`config.mk`:
```
export PLATFORM = sky130hd
export DESIGN_NAME = bstap_top
export DESIGN_NICKNAME = d
export VERILOG_FILES = /design/src/logic/bstap_pkg.sv /design/src/logic/bstap_top.sv
export VERILOG_INCLUDE_DIRS = /design/src /design/src/logic
export SDC_FILE = /design/constraint.sdc
export NUM_CORES = 1
export LEC_CHECK = 0
export ABC_CLOCK_PERIOD_IN_PS = 5900
export CELL_PAD_IN_SITES_DETAIL_PLACEMENT = 0
export CELL_PAD_IN_SITES_GLOBAL_PLACEMENT = 1
export CORE_AREA = 2 2 103 105
export CTS_CLUSTER_SIZE = 16
export DETAILED_ROUTE_END_ITERATION = 8
export DIE_AREA = 0 0 105 107
export DONT_BUFFER_PORTS = 1
export PLACE_DENSITY = 0.86
export SLEW_MARGIN = 20
export SYNTH_ARGS = -nofsm -noshare
export SYNTH_HDL_FRONTEND = slang
export SYNTH_SLANG_ARGS = --single-unit
```
`constraint.sdc`:
```
create_clock -name clk_sys_i -period 5.9 [get_ports clk_sys_i]
set_input_delay 0.295 -clock clk_sys_i [delete_from_list [all_inputs] [get_ports clk_sys_i]]
set_output_delay 0.295 -clock clk_sys_i [all_outputs]
set_load 0.1 [all_outputs]
```
`src/logic/bstap_map.svh`:
```
// constants for the boundary-scan tap controller
`ifndef BSTAP_MAP_SVH
`define BSTAP_MAP_SVH
`define BSTAP_IR_W 10
`define BSTAP_IR_BYPASS 10'h3FF
`define BSTAP_IR_USERCODE 10'h007
`define BSTAP_IR_IDCODE 10'h006
`define BSTAP_IR_HIGHZ 10'h00B
`define BSTAP_IR_CLAMP 10'h00A
`define BSTAP_IR_RECONFIG 10'h001
`define BSTAP_IR_CONFIG_IO 10'h00D
`define BSTAP_IR_DISENGAGE 10'h2D0
`define BSTAP_IR_ENGAGE 10'h2B0
`define BSTAP_IR_BOOT_ADDR 10'h270
`define BSTAP_IR_SAMPLE 10'h005
`define BSTAP_IR_EXTEST 10'h00F
`define BSTAP_IR_CAPTURE 10'h155
`define BSTAP_ID_W 32
`define BSTAP_BOOT_W 22
`endif

```
`src/logic/bstap_pkg.sv`:
```
// types for the boundary-scan tap controller
`default_nettype none
package bstap_pkg;
  typedef enum logic [3:0] {
    ST_RESET, ST_IDLE, ST_SEL_DR, ST_CAP_DR, ST_SH_DR, ST_EX1_DR, ST_PAU_DR, ST_EX2_DR,
    ST_UPD_DR, ST_SEL_IR, ST_CAP_IR, ST_SH_IR, ST_EX1_IR, ST_PAU_IR, ST_EX2_IR, ST_UPD_IR
  } bstap_state_e;
  typedef enum logic [2:0] {
    DR_BYPASS, DR_IDCODE, DR_USERCODE, DR_BOOT, DR_BSR
  } bstap_dr_e;
endpackage : bstap_pkg
`default_nettype wire

```
`src/logic/bstap_top.sv`:
```
// boundary-scan tap controller with instruction decode
`timescale 1ns/1ns
`default_nettype none
`include "bstap_map.svh"
module bstap_top
  import bstap_pkg::*;
#(
  parameter logic [31:0] ID_VALUE = 32'h0000_0001, // arbitrary value
  parameter logic [31:0] USER_VALUE = 32'hFFFF_FFFF
)(
  // clock and reset
  input wire logic clk_sys_i,
  input wire logic srst_i,
  // test link pins
  input wire logic tck_i,
  input wire logic tms_i,
  input wire logic tdi_i,
  output logic tdo_o,
  output logic tdo_oe_o,
  // boundary-scan register serial path
  input wire logic bsr_so_i,
  output logic bsr_si_o,
  output logic bsr_shift_o,
  output logic bsr_capture_o,
  output logic bsr_update_o,
  // io shift register serial path
  input wire logic io_config_shift_reg_so_i,
  output logic io_config_shift_reg_sel_o,
  // pin control
  input wire logic hold_feature_i,
  output logic pins_float_o,
  output logic pins_clamp_o,
  output logic pins_extest_o,
  output logic scan_active_o,
  // configuration control
  output logic config_request_n_o,
  output logic cfg_ctrl_idle_o,
  output logic [21:0] flash_boot_addr_o,
  output logic flash_boot_load_o
);
  // two flops on each of tck, tms and tdi before use
  logic [1:0] tck_s_q, tms_s_q, tdi_s_q;
  logic tck_d1_q;
  always_ff @(posedge clk_sys_i)
  begin
    tck_s_q <= {tck_s_q[0], tck_i};
    tms_s_q <= {tms_s_q[0], tms_i};
    tdi_s_q <= {tdi_s_q[0], tdi_i};
    tck_d1_q <= tck_s_q[1];
  end
  wire tck_rise = tck_s_q[1] & ~tck_d1_q;
  wire tck_fall = ~tck_s_q[1] & tck_d1_q;
  wire tms = tms_s_q[1];
  wire tdi = tdi_s_q[1];

  bstap_state_e st_q, st_d;
  always_comb
  begin
    unique case (st_q)
      ST_RESET: st_d = tms ? ST_RESET : ST_IDLE;
      ST_IDLE: st_d = tms ? ST_SEL_DR : ST_IDLE;
      ST_SEL_DR: st_d = tms ? ST_SEL_IR : ST_CAP_DR;
      ST_CAP_DR: st_d = tms ? ST_EX1_DR : ST_SH_DR;
      ST_SH_DR: st_d = tms ? ST_EX1_DR : ST_SH_DR;
      ST_EX1_DR: st_d = tms ? ST_UPD_DR : ST_PAU_DR;
      ST_PAU_DR: st_d = tms ? ST_EX2_DR : ST_PAU_DR;
      ST_EX2_DR: st_d = tms ? ST_UPD_DR : ST_SH_DR;
      ST_UPD_DR: st_d = tms ? ST_SEL_DR : ST_IDLE;
      ST_SEL_IR: st_d = tms ? ST_RESET : ST_CAP_IR;
      ST_CAP_IR: st_d = tms ? ST_EX1_IR : ST_SH_IR;
      ST_SH_IR: st_d = tms ? ST_EX1_IR : ST_SH_IR;
      ST_EX1_IR: st_d = tms ? ST_UPD_IR : ST_PAU_IR;
      ST_PAU_IR: st_d = tms ? ST_EX2_IR : ST_PAU_IR;
      ST_EX2_IR: st_d = tms ? ST_UPD_IR : ST_SH_IR;
      ST_UPD_IR: st_d = tms ? ST_SEL_DR : ST_IDLE;
    endcase
  end
  // srst_i stands in for power-up; no tck edge needed to get to reset
  always_ff @(posedge clk_sys_i)
  begin
    if (srst_i)
      st_q <= ST_RESET;
    else if (tck_rise)
      st_q <= st_d;
  end

  // instruction path
  logic [9:0] ir_sh_q, ir_q;
  always_ff @(posedge clk_sys_i)
  begin
    if (srst_i || (tck_rise && st_q == ST_RESET))
      ir_q <= `BSTAP_IR_IDCODE;
    else if (tck_rise && st_q == ST_UPD_IR)
      ir_q <= ir_sh_q;
  end
  always_ff @(posedge clk_sys_i)
  begin
    if (srst_i)
      ir_sh_q <= `BSTAP_IR_CAPTURE;
    else if (tck_rise && st_q == ST_CAP_IR)
      ir_sh_q <= `BSTAP_IR_CAPTURE;
    else if (tck_rise && st_q == ST_SH_IR)
      ir_sh_q <= {tdi, ir_sh_q[9:1]};
  end

  // decode
  wire is_bsr = (ir_q == `BSTAP_IR_SAMPLE) || (ir_q == `BSTAP_IR_EXTEST);
  wire is_id = ir_q == `BSTAP_IR_IDCODE;
  wire is_user = ir_q == `BSTAP_IR_USERCODE;
  wire is_boot = ir_q == `BSTAP_IR_BOOT_ADDR;
  wire is_cfgio = ir_q == `BSTAP_IR_CONFIG_IO;
  bstap_dr_e dr_sel;
  assign dr_sel = is_bsr ? DR_BSR : is_id ? DR_IDCODE : is_user ? DR_USERCODE
                : is_boot ? DR_BOOT : DR_BYPASS;

  // data registers; id and user share one 32-bit shifter
  logic [31:0] dr32_q;
  logic [21:0] boot_sh_q;
  logic byp_q;
  wire cap_dr = tck_rise && st_q == ST_CAP_DR;
  wire sh_dr = tck_rise && st_q == ST_SH_DR;
  always_ff @(posedge clk_sys_i)
  begin
    if (srst_i)
      dr32_q <= 32'h0;
    else if (cap_dr)
      dr32_q <= is_user ? USER_VALUE : ID_VALUE;
    else if (sh_dr)
      dr32_q <= {tdi, dr32_q[31:1]};
  end
  always_ff @(posedge clk_sys_i)
  begin
    if (srst_i)
      byp_q <= 1'b0;
    else if (cap_dr)
      byp_q <= 1'b0;
    else if (sh_dr)
      byp_q <= tdi;
  end
  always_ff @(posedge clk_sys_i)
  begin
    if (srst_i)
      boot_sh_q <= 22'h0;
    else if (sh_dr && dr_sel == DR_BOOT)
      boot_sh_q <= {tdi, boot_sh_q[21:1]};
  end
  always_ff @(posedge clk_sys_i)
  begin
    if (srst_i)
    begin
      flash_boot_addr_o <= 22'h0;
      flash_boot_load_o <= 1'b0;
    end
    else
    begin
      flash_boot_load_o <= tck_rise && st_q == ST_UPD_DR && is_boot;
      if (tck_rise && st_q == ST_UPD_DR && is_boot)
        flash_boot_addr_o <= boot_sh_q;
    end
  end

  // serial out mux
  logic dr_bit;
  always_comb
  begin
    unique case (dr_sel)
      DR_BSR: dr_bit = bsr_so_i;
      DR_IDCODE, DR_USERCODE: dr_bit = dr32_q[0];
      DR_BOOT: dr_bit = boot_sh_q[0];
      default: dr_bit = is_cfgio ? io_config_shift_reg_so_i : byp_q;
    endcase
  end
  wire in_ir = st_q == ST_SH_IR;
  wire in_shift = in_ir || st_q == ST_SH_DR;
  // tdo follows the state only at falling tck, like the real pin
  always_ff @(posedge clk_sys_i)
  begin
    if (srst_i)
    begin
      tdo_o <= 1'b0;
      tdo_oe_o <= 1'b0;
    end
    else if (tck_fall)
    begin
      tdo_oe_o <= in_shift;
      tdo_o <= in_ir ? ir_sh_q[0] : dr_bit;
    end
  end

  // pin and configuration controls
  logic rcfg_q;
  always_ff @(posedge clk_sys_i)
  begin
    if (srst_i)
    begin
      pins_float_o <= 1'b0;
      pins_clamp_o <= 1'b0;
      pins_extest_o <= 1'b0;
      scan_active_o <= 1'b0;
      cfg_ctrl_idle_o <= 1'b0;
      config_request_n_o <= 1'b1;
      rcfg_q <= 1'b0;
      bsr_si_o <= 1'b0;
      bsr_shift_o <= 1'b0;
      bsr_capture_o <= 1'b0;
      bsr_update_o <= 1'b0;
      io_config_shift_reg_sel_o <= 1'b0;
    end
    else
    begin
      // bus hold and pull-up keep the pin, so float is masked
      pins_float_o <= (ir_q == `BSTAP_IR_HIGHZ) && !hold_feature_i;
      pins_clamp_o <= ir_q == `BSTAP_IR_CLAMP;
      pins_extest_o <= ir_q == `BSTAP_IR_EXTEST;
      scan_active_o <= st_q != ST_RESET;
      if (ir_q == `BSTAP_IR_DISENGAGE)
        cfg_ctrl_idle_o <= 1'b1;
      else if (ir_q == `BSTAP_IR_ENGAGE)
        cfg_ctrl_idle_o <= 1'b0;
      // one low system-clock pulse each time the instruction changes to reconfig
      rcfg_q <= ir_q == `BSTAP_IR_RECONFIG;
      config_request_n_o <= !((ir_q == `BSTAP_IR_RECONFIG) && !rcfg_q);
      bsr_si_o <= tdi;
      bsr_shift_o <= sh_dr && is_bsr;
      bsr_capture_o <= cap_dr && is_bsr;
      bsr_update_o <= tck_rise && st_q == ST_UPD_DR && is_bsr;
      io_config_shift_reg_sel_o <= is_cfgio;
    end
  end

  // tms-high run length, saturating at five, so the reset check needs no long repetition
  logic [2:0] tms_run_q;
  always_ff @(posedge clk_sys_i)
  begin
    if (srst_i)
      tms_run_q <= 3'h0;
    else if (tck_rise && !tms)
      tms_run_q <= 3'h0;
    else if (tck_rise && tms_run_q != 3'h5)
      tms_run_q <= tms_run_q + 3'h1;
  end

  AST_IR_RESET: assert property (@(posedge clk_sys_i) disable iff (srst_i)
    (tck_rise && st_q == ST_RESET) |=> ir_q == `BSTAP_IR_IDCODE)
    else $error("ir not idcode after reset state");
  AST_TMS_HOLD: assert property (@(posedge clk_sys_i) disable iff (srst_i)
    (tck_rise && tms && st_q == ST_RESET) |=> st_q == ST_RESET)
    else $error("left reset with tms high");
  AST_SHIR_STAY: assert property (@(posedge clk_sys_i) disable iff (srst_i)
    (tck_rise && !tms && st_q == ST_SH_IR) |=> st_q == ST_SH_IR)
    else $error("left shift-ir with tms low");
  AST_TDO_OE: assert property (@(posedge clk_sys_i) disable iff (srst_i)
    tck_fall |=> tdo_oe_o == $past(in_shift))
    else $error("tdo enable wrong at falling edge");
  AST_TDO_EX1: assert property (@(posedge clk_sys_i) disable iff (srst_i)
    (tck_fall && st_q == ST_EX1_IR) |=> !tdo_oe_o)
    else $error("tdo driven in exit1-ir");
  AST_IR_UPD: assert property (@(posedge clk_sys_i) disable iff (srst_i)
    (!tck_rise || (st_q != ST_UPD_IR && st_q != ST_RESET)) |=> $stable(ir_q))
    else $error("instruction changed outside update-ir");
  AST_CAP_PAT: assert property (@(posedge clk_sys_i) disable iff (srst_i)
    (tck_rise && st_q == ST_CAP_IR) |=> ir_sh_q == `BSTAP_IR_CAPTURE)
    else $error("capture pattern missing");
  AST_BYP: assert property (@(posedge clk_sys_i) disable iff (srst_i)
    sh_dr |=> byp_q == $past(tdi))
    else $error("bypass bit not captured");
  AST_FLOAT: assert property (@(posedge clk_sys_i) disable iff (srst_i)
    hold_feature_i |=> !pins_float_o)
    else $error("float overrode hold feature");
  AST_RST_ST: assert property (@(posedge clk_sys_i)
    srst_i |=> st_q == ST_RESET)
    else $error("controller not in reset after power-up reset");
  AST_FIVE: assert property (@(posedge clk_sys_i) disable iff (srst_i)
    tms_run_q == 3'h5 |-> st_q == ST_RESET)
    else $error("five tms-high edges did not reach reset");
  AST_ST_HOLD: assert property (@(posedge clk_sys_i) disable iff (srst_i)
    !tck_rise |=> $stable(st_q))
    else $error("state moved without a tck rise");
  AST_TDO_IR: assert property (@(posedge clk_sys_i) disable iff (srst_i)
    (tck_fall && in_ir) |=> tdo_o == $past(ir_sh_q[0]))
    else $error("tdo not instruction bit in shift-ir");
  AST_IR_SHIFT: assert property (@(posedge clk_sys_i) disable iff (srst_i)
    (tck_rise && st_q == ST_SH_IR) |=> ir_sh_q[9] == $past(tdi))
    else $error("tdi not taken into instruction shifter");
  AST_BYP_OUT: assert property (@(posedge clk_sys_i) disable iff (srst_i)
    (tck_fall && st_q == ST_SH_DR && dr_sel == DR_BYPASS && !is_cfgio) |=> tdo_o == $past(byp_q))
    else $error("tdo not bypass bit");
  AST_CLAMP: assert property (@(posedge clk_sys_i) disable iff (srst_i)
    pins_clamp_o |-> $past(ir_q) == `BSTAP_IR_CLAMP)
    else $error("clamp without clamp instruction");
  AST_REQ_ONE: assert property (@(posedge clk_sys_i) disable iff (srst_i)
    !config_request_n_o |=> config_request_n_o)
    else $error("config request low longer than one clock");
  AST_IDLE_SET: assert property (@(posedge clk_sys_i) disable iff (srst_i)
    ir_q == `BSTAP_IR_DISENGAGE |=> cfg_ctrl_idle_o)
    else $error("controllers not idled");
  AST_ENGAGE: assert property (@(posedge clk_sys_i) disable iff (srst_i)
    ir_q == `BSTAP_IR_ENGAGE |=> !cfg_ctrl_idle_o)
    else $error("controllers not re-engaged");
  AST_BOOT_LD: assert property (@(posedge clk_sys_i) disable iff (srst_i)
    flash_boot_load_o |-> flash_boot_addr_o == $past(boot_sh_q))
    else $error("boot address not the shifted value");
  AST_BOOT_SH: assert property (@(posedge clk_sys_i) disable iff (srst_i)
    (sh_dr && dr_sel == DR_BOOT) |=> boot_sh_q[21] == $past(tdi))
    else $error("tdi not taken into boot address shifter");
  AST_SCAN_ACT: assert property (@(posedge clk_sys_i) disable iff (srst_i)
    st_q == ST_RESET |=> !scan_active_o)
    else $error("scan logic active in reset state");
  AST_IOSEL: assert property (@(posedge clk_sys_i) disable iff (srst_i)
    is_cfgio |=> io_config_shift_reg_sel_o)
    else $error("io shift register not selected");
  AST_ID_SEL: assert property (@(posedge clk_sys_i) disable iff (srst_i)
    (cap_dr && is_id) |=> dr32_q == ID_VALUE)
    else $error("identification value not captured");
  AST_USER_SEL: assert property (@(posedge clk_sys_i) disable iff (srst_i)
    (cap_dr && is_user) |=> dr32_q == USER_VALUE)
    else $error("user code not captured");
endmodule : bstap_top
`default_nettype wire

```
==> impl_summary.txt, run 1 <==
----------------------------------------------------
[Status]
  Result of the run ... completed

[STA]
  Transition time at the pin with the least slew margin ... 1030 ps
  Worst clock skew on the final layout ... 8.464 ps
  Upper clock frequency limit ... 0.4057 GHz
  Setup TNS ... 0 ps
  Number of endpoints failing setup at the final stage ... 0
  Setup repair after global routing missed its margin ... no
  Worst slew margin relative to its limit ... 31.23%
  Minimum period implied by the final worst setup slack ... 2465 ps
  Number of hold-slack violations in the final timing report ... 0
  Period utilisation layout ... 41.78%
  Total count of max-transition violations in the final report ... 0

[Final layout]
  Post-layout nets ... 566
  Growth of design area from synthesis to finish ... 10.37%
  Final cell utilization of the core ... 55.27%
  Antenna cell count ... 0
  Number of filler cells placed in the layout ... 970
  Proportion of layout cells with a drive suffix above 1 ... 10.33%
  Area of combinational cells with multiple inputs ... 0.002247 mm²
  Register area ... approximately 0.0025 mm²

[Worst setup path]
  Required time reported for the critical path endpoint ... 6310 ps
  Critical path cell sequence ... nor2b_1 -> nand4b_1 -> buf_4 -> or4_4 -> a211oi_1
  Critical setup path kind ... flip-flop to flip-flop
  CP startpoint kind ... flip-flop
  Crit path buffers/inverters ... 1
  Critical path capture point type ... flip-flop
  Slowest stage cell, crit path ... sky130_fd_sc_hd__or4_4
  Crit path DAT ... 2880 ps
  Largest stage delay, worst path ... 770 ps
  Kind of cell adding the most delay to the critical path ... simple AND/OR/NAND/NOR gates
  Largest fanout of any net on the critical path ... 35

[Die]
  CORE AREA ... 0.01009 mm²
  Die outline area ... 0.01124 mm²
  Starting density of the core ... 50.07%
  Width of the chip ... roughly 110 µm
  I/O Pins ... 44
  Core Rows ... 37
  Die Height ... 107 µm

[Routing]
  Routed Antenna Nets ... 0
  Routed via count divided by cell count ... 5.819
  Number of detailed-routing iterations run before antenna repair ... 5
  WL/cell ... 15.55 µm
  Total number of vias ... between 4000 and 5000
  Residual DRC ... 0
  Routed metal-1 wirelength ... 5.074 mm
  Met3 routed wirelength ... around 430 µm
  Uppermost routed layer ... met4
  Met2 wirelength from detailed routing ... approximately 5.3 mm
  Iter 0 DRT Violations ... 308
  Final wirelength ... roughly 11 mm

[Placed design]
  RD Place Congestion ... 0.7844
  Detailed placer's ending HPWL ... 6.307 mm
  I/O Buffers ... 0

[Logic synthesis]
  Async set or reset register ratio after synthesis ... 0%
  Predominant post-synthesis flop cell ... sky130_fd_sc_hd__dfxtp_1
  Fraction of post-synthesis cell area in the top cell type by area ... between 40% and 50%
  Top cells by area, synth ... sky130_fd_sc_hd__dfxtp_1 (49%), sky130_fd_sc_hd__a21oi_1 (9.3%), sky130_fd_sc_hd__o21ai_0 (5.7%)
  Sequential element share of the synthesized area ... 48.72%
  Cell type with the highest aggregate area in the netlist ... sky130_fd_sc_hd__dfxtp_1
  Unique cell type count in the Yosys netlist ... 52
  Post-Synthesis Cells ... 589
  Post-synth design cell area ... 0.005054 mm²
  Number of register bits inferred by synthesis ... 123
  Synthesized Nets ... 597
  Count of yosys warnings during synthesis ... 0
  Number of synthesized flops with an enable pin ... 0
  Average cell area after synthesis ... 8.580 µm²

[GRT]
  GRT Residual Overflow ... 0
  Antenna violations before repair ... 0
  Global router's overall resource usage ... 20.30%
  Via count of the first global-routing pass ... 3843
  Pin count of the biggest net entering global routing ... between 80 and 90
  Global-route wire length before repair ... around 18 mm

[Clock tree]
  Clock slew at the register clock pins of the worst setup and hold paths ... 60 ps
  Maximum clock path buffer count ... 2
  Insertion delay of the later-clocked pin in the worst-skew pair ... 510 ps
  Post-cts gate resize count ... 0
  Inserted Clock Buffers ... 17
  H-tree levels ... 4
  Root Buffer Master ... sky130_fd_sc_hd__clkbuf_8
  Clk sinks ... 123
  Clock tree from TritonCTS ... built

[Run]
  # Max-Cap Violations ... 0

[Power and ir drop]
  Static leakage power ... 1.826 nW
  Maximum resistive drop on vdd ... a little over 0.2 mV
  Total power ... 1.885 mW
  Pwr per Cell Area ... ~340 mW/mm²

[Hold path]
  Worst hold path class ... primary input to flip-flop

----------------------------------------------------
## metal layers
metal  vias up  global-route usage [%]
met4         0                   7.333
met3        14                   6.018
met5         -                       0
li1       2053                       -
met2        75                   33.26
met1      1972                   25.43
## final timing paths
check | to | slack, ps | startpoint | depth (start not counted)
min | bsr_shift_o | 20 | srst_i | 2
max reg2reg | dr32_q[10] | 3430 | st_q[1] | 5
min reg2reg | tms_s_q[1] | 330 | tms_s_q[0] | 0
max | dr32_q[10] | 3430 | st_q[1] | 5
## report_power, final
| group | switching [mW] | total (mW) | internal, mW |
|---|---|---|---|
| Sequential | 0.0215 | 0.858 | 0.837 |
| Clock | 0.379 | 0.990 | 0.611 |
| Combinational | 0.0239 | 0.0366 | 0.0127 |
| Total | 0.424 | 1.88 | 1.46 |
## stage by stage
step / setup WS [ps] / hold WS (ps) / cells / area (µm²)
floorplan: 3648 / 309.6 / 589 / 5054
global placement: 3529 / 311.5 / 669 / 4928
detailed placement: 3439 / 313.2 / 669 / 4928
CTS: 3434 / 7.611 / 707 / 5578
global route: 3261 / 0.07583 / 707 / 5578
finish: 3435 / 18.47 / 707 / 5578
## layout by cell type (no fill, tap or decap), types with 7 or more instances in the layout
master and n:
sky130_fd_sc_hd__nor2_1 48, sky130_fd_sc_hd__a211oi_1 25, sky130_fd_sc_hd__a21oi_1 94, sky130_fd_sc_hd__a211oi_2 11, sky130_fd_sc_hd__nor2b_1 7, sky130_fd_sc_hd__nand3_1 50, sky130_fd_sc_hd__o21ai_0 58, sky130_fd_sc_hd__nor3_1 8
sky130_fd_sc_hd__dfxtp_1 123, sky130_fd_sc_hd__clkbuf_16 16, sky130_fd_sc_hd__nand2_1 36
## layout make-up
| cell class | count | share of cell area [%] |
|---|---|---|
| inverters | 5 | 0.3365 |
| clock inverters | 14 | 2.580 |
| multi-input cells | 401 | 40.29 |
| repair buffers | 10 | 1.929 |
| well taps | 136 | 3.051 |
| flip-flops and latches | 123 | 44.15 |
| clock buffers | 18 | 7.672 |
## logic make-up after synthesis
family / after synthesis / share of synthesized area [%]
muxes: 2 / 0.3962
AOI/OAI and AO/OA: 207 / 24.54
xor gates and xnor gates: 3 / 0.5200
DFF: 123 / 48.72
and+or+nand+nor: 189 / 18.92
buffers and inverters: 65 / 6.907
## synthesized netlist by cell type (4+ instances only)
cell type,number
sky130_fd_sc_hd__a211oi_1,26
sky130_fd_sc_hd__a211oi_2,10
sky130_fd_sc_hd__a21oi_1,94
sky130_fd_sc_hd__buf_6,7
sky130_fd_sc_hd__clkbuf_1,45
sky130_fd_sc_hd__dfxtp_1,123
sky130_fd_sc_hd__inv_1,5
sky130_fd_sc_hd__nand2_1,36
sky130_fd_sc_hd__nand2b_1,6
sky130_fd_sc_hd__nand3_1,50
sky130_fd_sc_hd__nand4_1,6
sky130_fd_sc_hd__nor2_1,48
sky130_fd_sc_hd__nor2b_1,7
sky130_fd_sc_hd__nor3_1,8
sky130_fd_sc_hd__nor3b_1,4
sky130_fd_sc_hd__nor4_1,4
sky130_fd_sc_hd__o21ai_0,58
## flip-flops by register name, summed over array words and instances (netlist names), 2 cells and up
register,cells
boot_sh_q,22
ir_sh_q,10
flash_boot_addr_o,22
ir_q,10
tdi_s_q,2
dr32_q,32
tms_s_q,2
st_q,4
tck_s_q,2
## what timing repair did
item,4_1_cts,5_1_grt
buffers inserted,0,0
hold buffers,6,0
endpoints found under the setup margin,0,0
endpoints found under the hold margin,91,0
Power figures use the tool's default switching activity.
==> inputs of run 2 (changes only) <==
--- a/config.mk
+++ b/config.mk
@@ -6,15 +6,15 @@
 export SDC_FILE = /design/constraint.sdc
 export NUM_CORES = 1
 export LEC_CHECK = 0
-export ABC_CLOCK_PERIOD_IN_PS = 5900
+export ABC_CLOCK_PERIOD_IN_PS = 2150
 export CELL_PAD_IN_SITES_DETAIL_PLACEMENT = 0
 export CELL_PAD_IN_SITES_GLOBAL_PLACEMENT = 1
-export CORE_AREA = 2 2 103 105
+export CORE_AREA = 2 2 112 114
 export CTS_CLUSTER_SIZE = 16
 export DETAILED_ROUTE_END_ITERATION = 8
-export DIE_AREA = 0 0 105 107
+export DIE_AREA = 0 0 114 116
 export DONT_BUFFER_PORTS = 1
-export PLACE_DENSITY = 0.86
+export PLACE_DENSITY = 0.77
 export SLEW_MARGIN = 20
 export SYNTH_ARGS = -nofsm -noshare
 export SYNTH_HDL_FRONTEND = slang
==> constraint.sdc (replaced) <==
create_clock -name clk_sys_i -period 2.15 [get_ports clk_sys_i]
set_input_delay 0.1075 -clock clk_sys_i [delete_from_list [all_inputs] [get_ports clk_sys_i]]
set_output_delay 0.1075 -clock clk_sys_i [all_outputs]
set_load 0.1 [all_outputs]
==> impl_summary.txt, run 2 (same netlist as run 1, synthesis figures left out) <==
----------------------------------------------------
[STA]
  Worst Slack Setup Final ... -79.23 ps (was 3435 ps)
  Total count of max-transition violations in the final report ... 0 (unchanged)
  Period utilisation layout ... 103.7% (was 41.78%)
  Setup repair after global routing missed its margin ... yes (was no)
  Worst clock skew on the final layout ... 13.28 ps (was 8.464 ps)
  Transition time at the pin with the least slew margin ... 487.6 ps (was 1030 ps)
  Number of endpoints failing setup at the final stage ... 30 (was 0)
  Hold slack final ... -179.0 ps (was 18.47 ps)
  Worst slew margin relative to its limit ... 67.20% (was 31.23%)
  Minimum period implied by the final worst setup slack ... 2229 ps (was 2465 ps)
  Number of hold-slack violations in the final timing report ... 82 (was 0)
  Upper clock frequency limit ... 0.4486 GHz (was 0.4057 GHz)

[Final layout]
  Biggest register ... dr32_q (unchanged)
  Final cell utilization of the core ... 53.12% (was 55.27%)
  Largest registers ... dr32_q: 32 flops, boot_sh_q: 22 flops, flash_boot_addr_o: 22 flops (unchanged)
  Number of filler cells placed in the layout ... 1117 (was 970)
  Flip-flop count of the largest register after layout ... 32 (unchanged)
  Post-layout nets ... 641 (was 566)
  Proportion of layout cells with a drive suffix above 1 ... 20.74% (was 10.33%)
  Most common cell after layout, fill and taps aside ... sky130_fd_sc_hd__dfxtp_1 (unchanged)
  Antenna cell count ... 0 (unchanged)
  Post-route insts no fill ... 793 (was 707)
  Post-layout instance area ... 0.006327 mm² (was 0.005578 mm²)
  Commonest cells after routing, fill and taps aside ... sky130_fd_sc_hd__dfxtp_1 (121), sky130_fd_sc_hd__a21oi_1 (94), sky130_fd_sc_hd__buf_4 (61), sky130_fd_sc_hd__o21ai_0 (58), sky130_fd_sc_hd__nand3_1 (50) (was sky130_fd_sc_hd__dfxtp_1 (123), sky130_fd_sc_hd__a21oi_1 (94), sky130_fd_sc_hd__o21ai_0 (58), sky130_fd_sc_hd__nand3_1 (50), sky130_fd_sc_hd__nor2_1 (48))
  Growth of design area from synthesis to finish ... 25.20% (was 10.37%)

[Clock tree]
  Clock tree from TritonCTS ... built (unchanged)
  Maximum clock path buffer count ... 2 (unchanged)
  Hold-fix buffer count after cts ... 19 (was 6)
  H-tree levels ... 4 (unchanged)
  Clock slew at the register clock pins of the worst setup and hold paths ... 60 ps (about the same)
  Root Buffer Master ... sky130_fd_sc_hd__clkbuf_16 (was sky130_fd_sc_hd__clkbuf_8)
  Insertion delay of the later-clocked pin in the worst-skew pair ... 420 ps (was 510 ps)
  Post-CTS setup buffers ... 0 (unchanged)
  Clk sinks ... 123 (unchanged)
  Inserted Clock Buffers ... 17 (unchanged)

[Placed design]
  Placed cells ... 742 (was 669)
  Placement-stage cell area ... 0.005458 mm² (was 0.004928 mm²)
  RD Place Congestion ... 0.8008 (was 0.7844)
  I/O Buffers ... 0 (unchanged)
  Detailed placer's ending HPWL ... 7.063 mm (was 6.307 mm)
  Setup slack after placement ... -80.00 ps (was 3439 ps)

[Worst setup path]
  Critical path cell sequence ... or4_4 -> or4_4 -> or4_4 -> buf_12 -> a211oi_1 (was nor2b_1 -> nand4b_1 -> buf_4 -> or4_4 -> a211oi_1)
  Required time reported for the critical path endpoint ... 2470 ps (was 6310 ps)
  Largest fanout of any net on the critical path ... 30 (was 35)
  Critical path capture point type ... flip-flop (unchanged)
  Slowest stage cell, crit path ... sky130_fd_sc_hd__or4_4 (unchanged)
  Register-to-register setup slack ... -80 ps (was 3430 ps)
  Largest stage delay, worst path ... 530 ps (was 770 ps)
  CP startpoint kind ... flip-flop (unchanged)
  Crit path DAT ... 2550 ps (was 2880 ps)
  Critical Path Most Common Cell ... sky130_fd_sc_hd__or4_4
  Critical setup path kind ... flip-flop to flip-flop (unchanged)

[GRT]
  Antenna violations before repair ... 0 (unchanged)
  Global-route wire length before repair ... 18.80 mm (was 18.37 mm)
  Via count of the first global-routing pass ... 3931 (was 3843)
  Global router's overall resource usage ... 18.06% (was 20.30%)
  Pin count of the biggest net entering global routing ... 96 (was 88)
  GRT Residual Overflow ... 0 (unchanged)

[Power and ir drop]
  Maximum resistive drop on vdd ... 0.4999 mV (was 0.2053 mV)
  Total power ... 5.333 mW (was 1.885 mW)
  Pwr per Cell Area ... 842.9 mW/mm² (was 337.9 mW/mm²)
  Static leakage power ... 2.265 nW (was 1.826 nW)

[Routing]
  Final wirelength ... 11.78 mm (was 11.00 mm)
  Residual DRC ... 0 (unchanged)
  WL/cell ... 14.86 µm (was 15.55 µm)
  Number of detailed-routing iterations run before antenna repair ... 5 (unchanged)
  Iter 0 DRT Violations ... 318 (was 308)
  Routed via count divided by cell count ... 5.571 (was 5.819)
  Total number of vias ... 4418 (was 4114)
  Routed Antenna Nets ... 0 (unchanged)

[Hold path]
  Worst hold path class ... primary input to flip-flop (unchanged)

[Die]
  Die outline area ... 0.01322 mm² (was 0.01124 mm²)
  Core Rows ... 40 (was 37)
  Die Height ... 116 µm (was 107 µm)
  CORE AREA ... 0.01191 mm² (was 0.01009 mm²)
  Width of the chip ... 114 µm (was 105 µm)
  I/O Pins ... 44 (unchanged)
  Starting density of the core ... 42.43% (was 50.07%)

[Status]
  Result of the run ... complete, but fails checks (was completed)
  Failing checks ... hold timing, setup timing

[Run]
  # Max-Cap Violations ... 0 (unchanged)

----------------------------------------------------
run 2: final cells by class:
class                      instances  area (µm²)  area share, %
clock inverter                    11       143.9          2.274
clock buffer                      21       460.4          7.277
tap                              147       183.9          2.907
sequential                       123        2465          38.96
inverter                           5       18.77         0.2966
multi-input combinational        401        2316          36.60
timing repair buffer              85       739.5          11.69
run 2: per-stage QoR:
step           TNS, ps  hold slack [ps]
5_1_grt          -2977           -222.7
3_5_place_dp     -1103            135.3
2_1_floorplan   -21.59            135.2
6_report         -1320           -179.0
3_3_place_gp    -73.64            135.3
4_1_cts          -1328           -246.5
run 2: worst paths after layout:
| path | from | to | cells after the start |
|---|---|---|---|
| hold / removal | srst_i | dr32_q[7] | 1 |
| setup / recovery | ir_q[4] | dr32_q[20] | 5 |
| setup reg to reg | ir_q[4] | dr32_q[20] | 5 |
| hold reg to reg | tdi_s_q[0] | tdi_s_q[1] | 0 |
run 2: routing by layer:
layer  share of wire [%]  vias to the layer above  track usage [%]
met2                  48                      115            27.94
met5                   0                        -                0
met4                 2.2                        0            9.593
li1                    -                     2207                -
met3                 4.5                       19            5.282
met1                  45                     2077            22.90
run 2: repair_timing:
item,4_1_cts,5_1_grt
gates resized for setup,3,15
endpoints found under the hold margin,107,82
endpoints found under the setup margin,30,33
cloned,0,0
pin swaps,0,0
run 2: report_power, final:
part           leakage, nW  internal [mW]  switching, mW
clock                0.285           1.88           1.00
sequential           0.995           2.30         0.0142
combinational        0.984         0.0548         0.0906
total                 2.26           4.23           1.11
run 2: critical path, delay by kind of cell (launching register included):
family,cells,cell delay [ps]
simple gates,3,1400
flops,1,320
compound gates,1,210
buf+inv,1,200
==> inputs of run 3 (changes only) <==
--- a/config.mk
+++ b/config.mk
@@ -9,12 +9,12 @@
 export ABC_CLOCK_PERIOD_IN_PS = 2150
 export CELL_PAD_IN_SITES_DETAIL_PLACEMENT = 0
 export CELL_PAD_IN_SITES_GLOBAL_PLACEMENT = 1
-export CORE_AREA = 2 2 112 114
+export CORE_AREA = 2 2 124 126
 export CTS_CLUSTER_SIZE = 16
 export DETAILED_ROUTE_END_ITERATION = 8
-export DIE_AREA = 0 0 114 116
+export DIE_AREA = 0 0 126 128
 export DONT_BUFFER_PORTS = 1
-export PLACE_DENSITY = 0.77
+export PLACE_DENSITY = 0.66
 export SLEW_MARGIN = 20
 export SYNTH_ARGS = -nofsm -noshare
 export SYNTH_HDL_FRONTEND = slang
==> impl_summary.txt, run 3 (same netlist as run 1, synthesis figures left out) <==
----------------------------------------------------
[Final layout]
  Most common cell after layout, fill and taps aside ... sky130_fd_sc_hd__dfxtp_1 (unchanged)
  Biggest register ... dr32_q (unchanged)
  Commonest cells after routing, fill and taps aside ... sky130_fd_sc_hd__dfxtp_1 (121), sky130_fd_sc_hd__a21oi_1 (94), sky130_fd_sc_hd__buf_4 (63), sky130_fd_sc_hd__o21ai_0 (58), sky130_fd_sc_hd__nand3_1 (50) (was sky130_fd_sc_hd__dfxtp_1 (121), sky130_fd_sc_hd__a21oi_1 (94), sky130_fd_sc_hd__buf_4 (61), sky130_fd_sc_hd__o21ai_0 (58), sky130_fd_sc_hd__nand3_1 (50))
  Proportion of layout cells with a drive suffix above 1 ... 20.40% (was 20.74%)
  Antenna cell count ... 0 (unchanged)
  Flip-flop count of the largest register after layout ... 32 (unchanged)
  Largest registers ... dr32_q: 32 flops, boot_sh_q: 22 flops, flash_boot_addr_o: 22 flops (unchanged)
  Post-layout instance area ... 0.006331 mm² (was 0.006327 mm²)
  Post-route insts no fill ... 835 (was 793)
  Post-layout nets ... 642 (was 641)
  Number of filler cells placed in the layout ... 1474 (was 1117)
  Growth of design area from synthesis to finish ... 25.28% (was 25.20%)

[Worst setup path]
  Largest fanout of any net on the critical path ... 30 (unchanged)
  Critical path cell sequence ... or4_4 -> or4_4 -> or4_4 -> buf_12 -> a211oi_2 (was or4_4 -> or4_4 -> or4_4 -> buf_12 -> a211oi_1)
  Critical Path Most Common Cell ... sky130_fd_sc_hd__or4_4 (unchanged)
  Launching instance or port of the critical path ... ir_q[4] (unchanged)
  CP startpoint kind ... flip-flop (unchanged)
  Critical setup path kind ... flip-flop to flip-flop (unchanged)
  Critical path capture point type ... flip-flop (unchanged)
  Reg2Reg Launch Point ... ir_q[4] (unchanged)
  Crit path DAT ... 2530 ps (was 2550 ps)
  Slowest stage cell, crit path ... sky130_fd_sc_hd__or4_4 (unchanged)
  Required time reported for the critical path endpoint ... 2490 ps (was 2470 ps)
  Cell depth of the worst setup path ... 5 (unchanged)
  Kind of cell adding the most delay to the critical path ... simple AND/OR/NAND/NOR gates (unchanged)
  Worst reg-to-reg path cell count ... 5 (unchanged)
  End of the worst register-to-register path ... dr32_q[30] (was dr32_q[20])
  Register-to-register setup slack ... -50 ps (was -80 ps)
  Crit path buffers/inverters ... 1 (unchanged)
  Largest stage delay, worst path ... 520 ps (was 530 ps)

[Routing]
  Residual DRC ... 0 (unchanged)
  WL/cell ... 14.37 µm (was 14.86 µm)
  Final wirelength ... 12.00 mm (was 11.78 mm)
  Total number of vias ... 4377 (was 4418)
  Routed Antenna Nets ... 0 (unchanged)
  Iter 0 DRT Violations ... 357 (was 318)
  Routed via count divided by cell count ... 5.242 (was 5.571)
  Number of detailed-routing iterations run before antenna repair ... 5 (unchanged)

[Power and ir drop]
  Maximum resistive drop on vdd ... 0.5048 mV (was 0.4999 mV)
  Static leakage power ... 2.246 nW (was 2.265 nW)
  Pwr per Cell Area ... 806.6 mW/mm² (was 842.9 mW/mm²)

[Placed design]
  Placement-stage cell area ... 0.005517 mm² (was 0.005458 mm²)
  RD Place Congestion ... 0.8199 (was 0.8008)
  Placed cells ... 784 (was 742)
  I/O Buffers ... 0 (unchanged)
  Detailed placer's ending HPWL ... 7.234 mm (was 7.063 mm)

[STA]
  Total count of max-transition violations in the final report ... 0 (unchanged)
  Transition time at the pin with the least slew margin ... 429.2 ps (was 487.6 ps)
  Minimum period implied by the final worst setup slack ... 2197 ps (was 2229 ps)
  Number of endpoints failing setup at the final stage ... 30 (unchanged)
  Upper clock frequency limit ... 0.4552 GHz (was 0.4486 GHz)
  Number of hold-slack violations in the final timing report ... 83 (was 82)
  Worst clock skew on the final layout ... 5.853 ps (was 13.28 ps)
  Period utilisation layout ... 102.2% (was 103.7%)
  Worst Slack Setup Final ... -46.91 ps (was -79.23 ps)
  Setup repair after global routing missed its margin ... yes (unchanged)
  Hold slack final ... -183.1 ps (was -179.0 ps)
  Worst slew margin relative to its limit ... 71.12% (was 67.20%)
  Setup TNS ... -708.4 ps (was -1320 ps)

[Clock tree]
  Clock slew at the register clock pins of the worst setup and hold paths ... 50 ps (was 60 ps)
  Post-CTS setup buffers ... 0 (unchanged)
  Hold-fix buffer count after cts ... 19 (unchanged)
  Insertion delay of the later-clocked pin in the worst-skew pair ... 410 ps (was 420 ps)
  Clock tree from TritonCTS ... built (unchanged)
  Inserted Clock Buffers ... 17 (unchanged)
  Clk sinks ... 123 (unchanged)
  H-tree levels ... 4 (unchanged)
  Maximum clock path buffer count ... 2 (unchanged)
  Root Buffer Master ... sky130_fd_sc_hd__clkbuf_16 (unchanged)

[GRT]
  Global-route wire length before repair ... 20.33 mm (was 18.80 mm)
  Antenna violations before repair ... 0 (unchanged)
  GRT Residual Overflow ... 0 (unchanged)
  Via count of the first global-routing pass ... 4243 (was 3931)
  Global router's overall resource usage ... 15.45% (was 18.06%)
  Pin count of the biggest net entering global routing ... 96 (unchanged)

[Hold path]
  Sink of the worst hold path ... dr32_q[7] (unchanged)
  Hold path cells ... 1 (unchanged)
  Start point of the worst min-delay path ... srst_i (unchanged)
  Worst hold path class ... primary input to flip-flop (unchanged)

[Status]
  Result of the run ... complete, but fails checks (unchanged)
  Failing checks ... hold timing, setup timing (unchanged)

[Die]
  Starting density of the core ... 34.00% (was 42.43%)
  Core Rows ... 45 (was 40)
  Die outline area ... 0.01613 mm² (was 0.01322 mm²)
  Die Height ... 128 µm (was 116 µm)
  CORE AREA ... 0.01486 mm² (was 0.01191 mm²)
  I/O Pins ... 44 (unchanged)
  Width of the chip ... 126 µm (was 114 µm)

[Run]
  # Max-Cap Violations ... 0 (unchanged)

----------------------------------------------------
## run 3: cell types whose count changed in the layout (fill, tap and decap cells not counted), sizes merged
cell,previous run,this run
clkbuf,21,24
clkinvlp,4,2
bufinv,3,2
buf,66,67
## run 3: area by class of cell
type / count / area, µm² / area share [%]
clock buffer: 24 / 451.7 / 7.134
clock inverter: 8 / 95.09 / 1.502
inverter: 5 / 18.77 / 0.2964
multi-input combinational: 401 / 2322 / 36.68
sequential: 123 / 2465 / 38.93
tap: 188 / 235.2 / 3.715
timing repair buffer: 86 / 743.2 / 11.74
## run 3: per-stage QoR
step	power, mW	utilization, %	setup slack [ps]
2_1_floorplan	2.477	-	-21.59
3_3_place_gp	2.476	37.11	-11.40
3_5_place_dp	2.477	37.11	-68.98
4_1_cts	5.169	42.34	-51.12
5_1_grt	5.272	42.59	-123.9
6_report	5.106	42.59	-46.91
## run 3: what timing repair did
action,4_1_cts,5_1_grt
endpoints found under the hold margin,107,83
pin swaps,0,0
gates resized for setup,8,10
endpoints found under the setup margin,29,32
## run 3: layer usage
metal | share of wire, % | track usage (%) | vias to the layer above
li1 | - | - | 2202
met5 | 0 | 0 | -
met2 | 48 | 25.46 | 76
met4 | 1.6 | 6.076 | 0
met1 | 47 | 19.09 | 2080
met3 | 3.6 | 4.508 | 19
## run 3: power breakdown
group / total, mW / switching [mW] / internal [mW] / leakage [nW]
clock: 2.65 / 0.959 / 1.69 / 0.262
sequential: 2.31 / 0.0103 / 2.30 / 0.995
combinational: 0.146 / 0.0908 / 0.0551 / 0.989
total: 5.11 / 1.06 / 4.05 / 2.25
## run 3: how the worst max path moves through the flow
stage	endpoint	slack, ps
finish	dr32_q[30]	-50
detailed placement	dr32_q[12]	-70
global placement	dr32_q[30]	-10
floorplan	dr32_q[30]	-20
global route	dr32_q[14]	-120
CTS	dr32_q[17]	-50
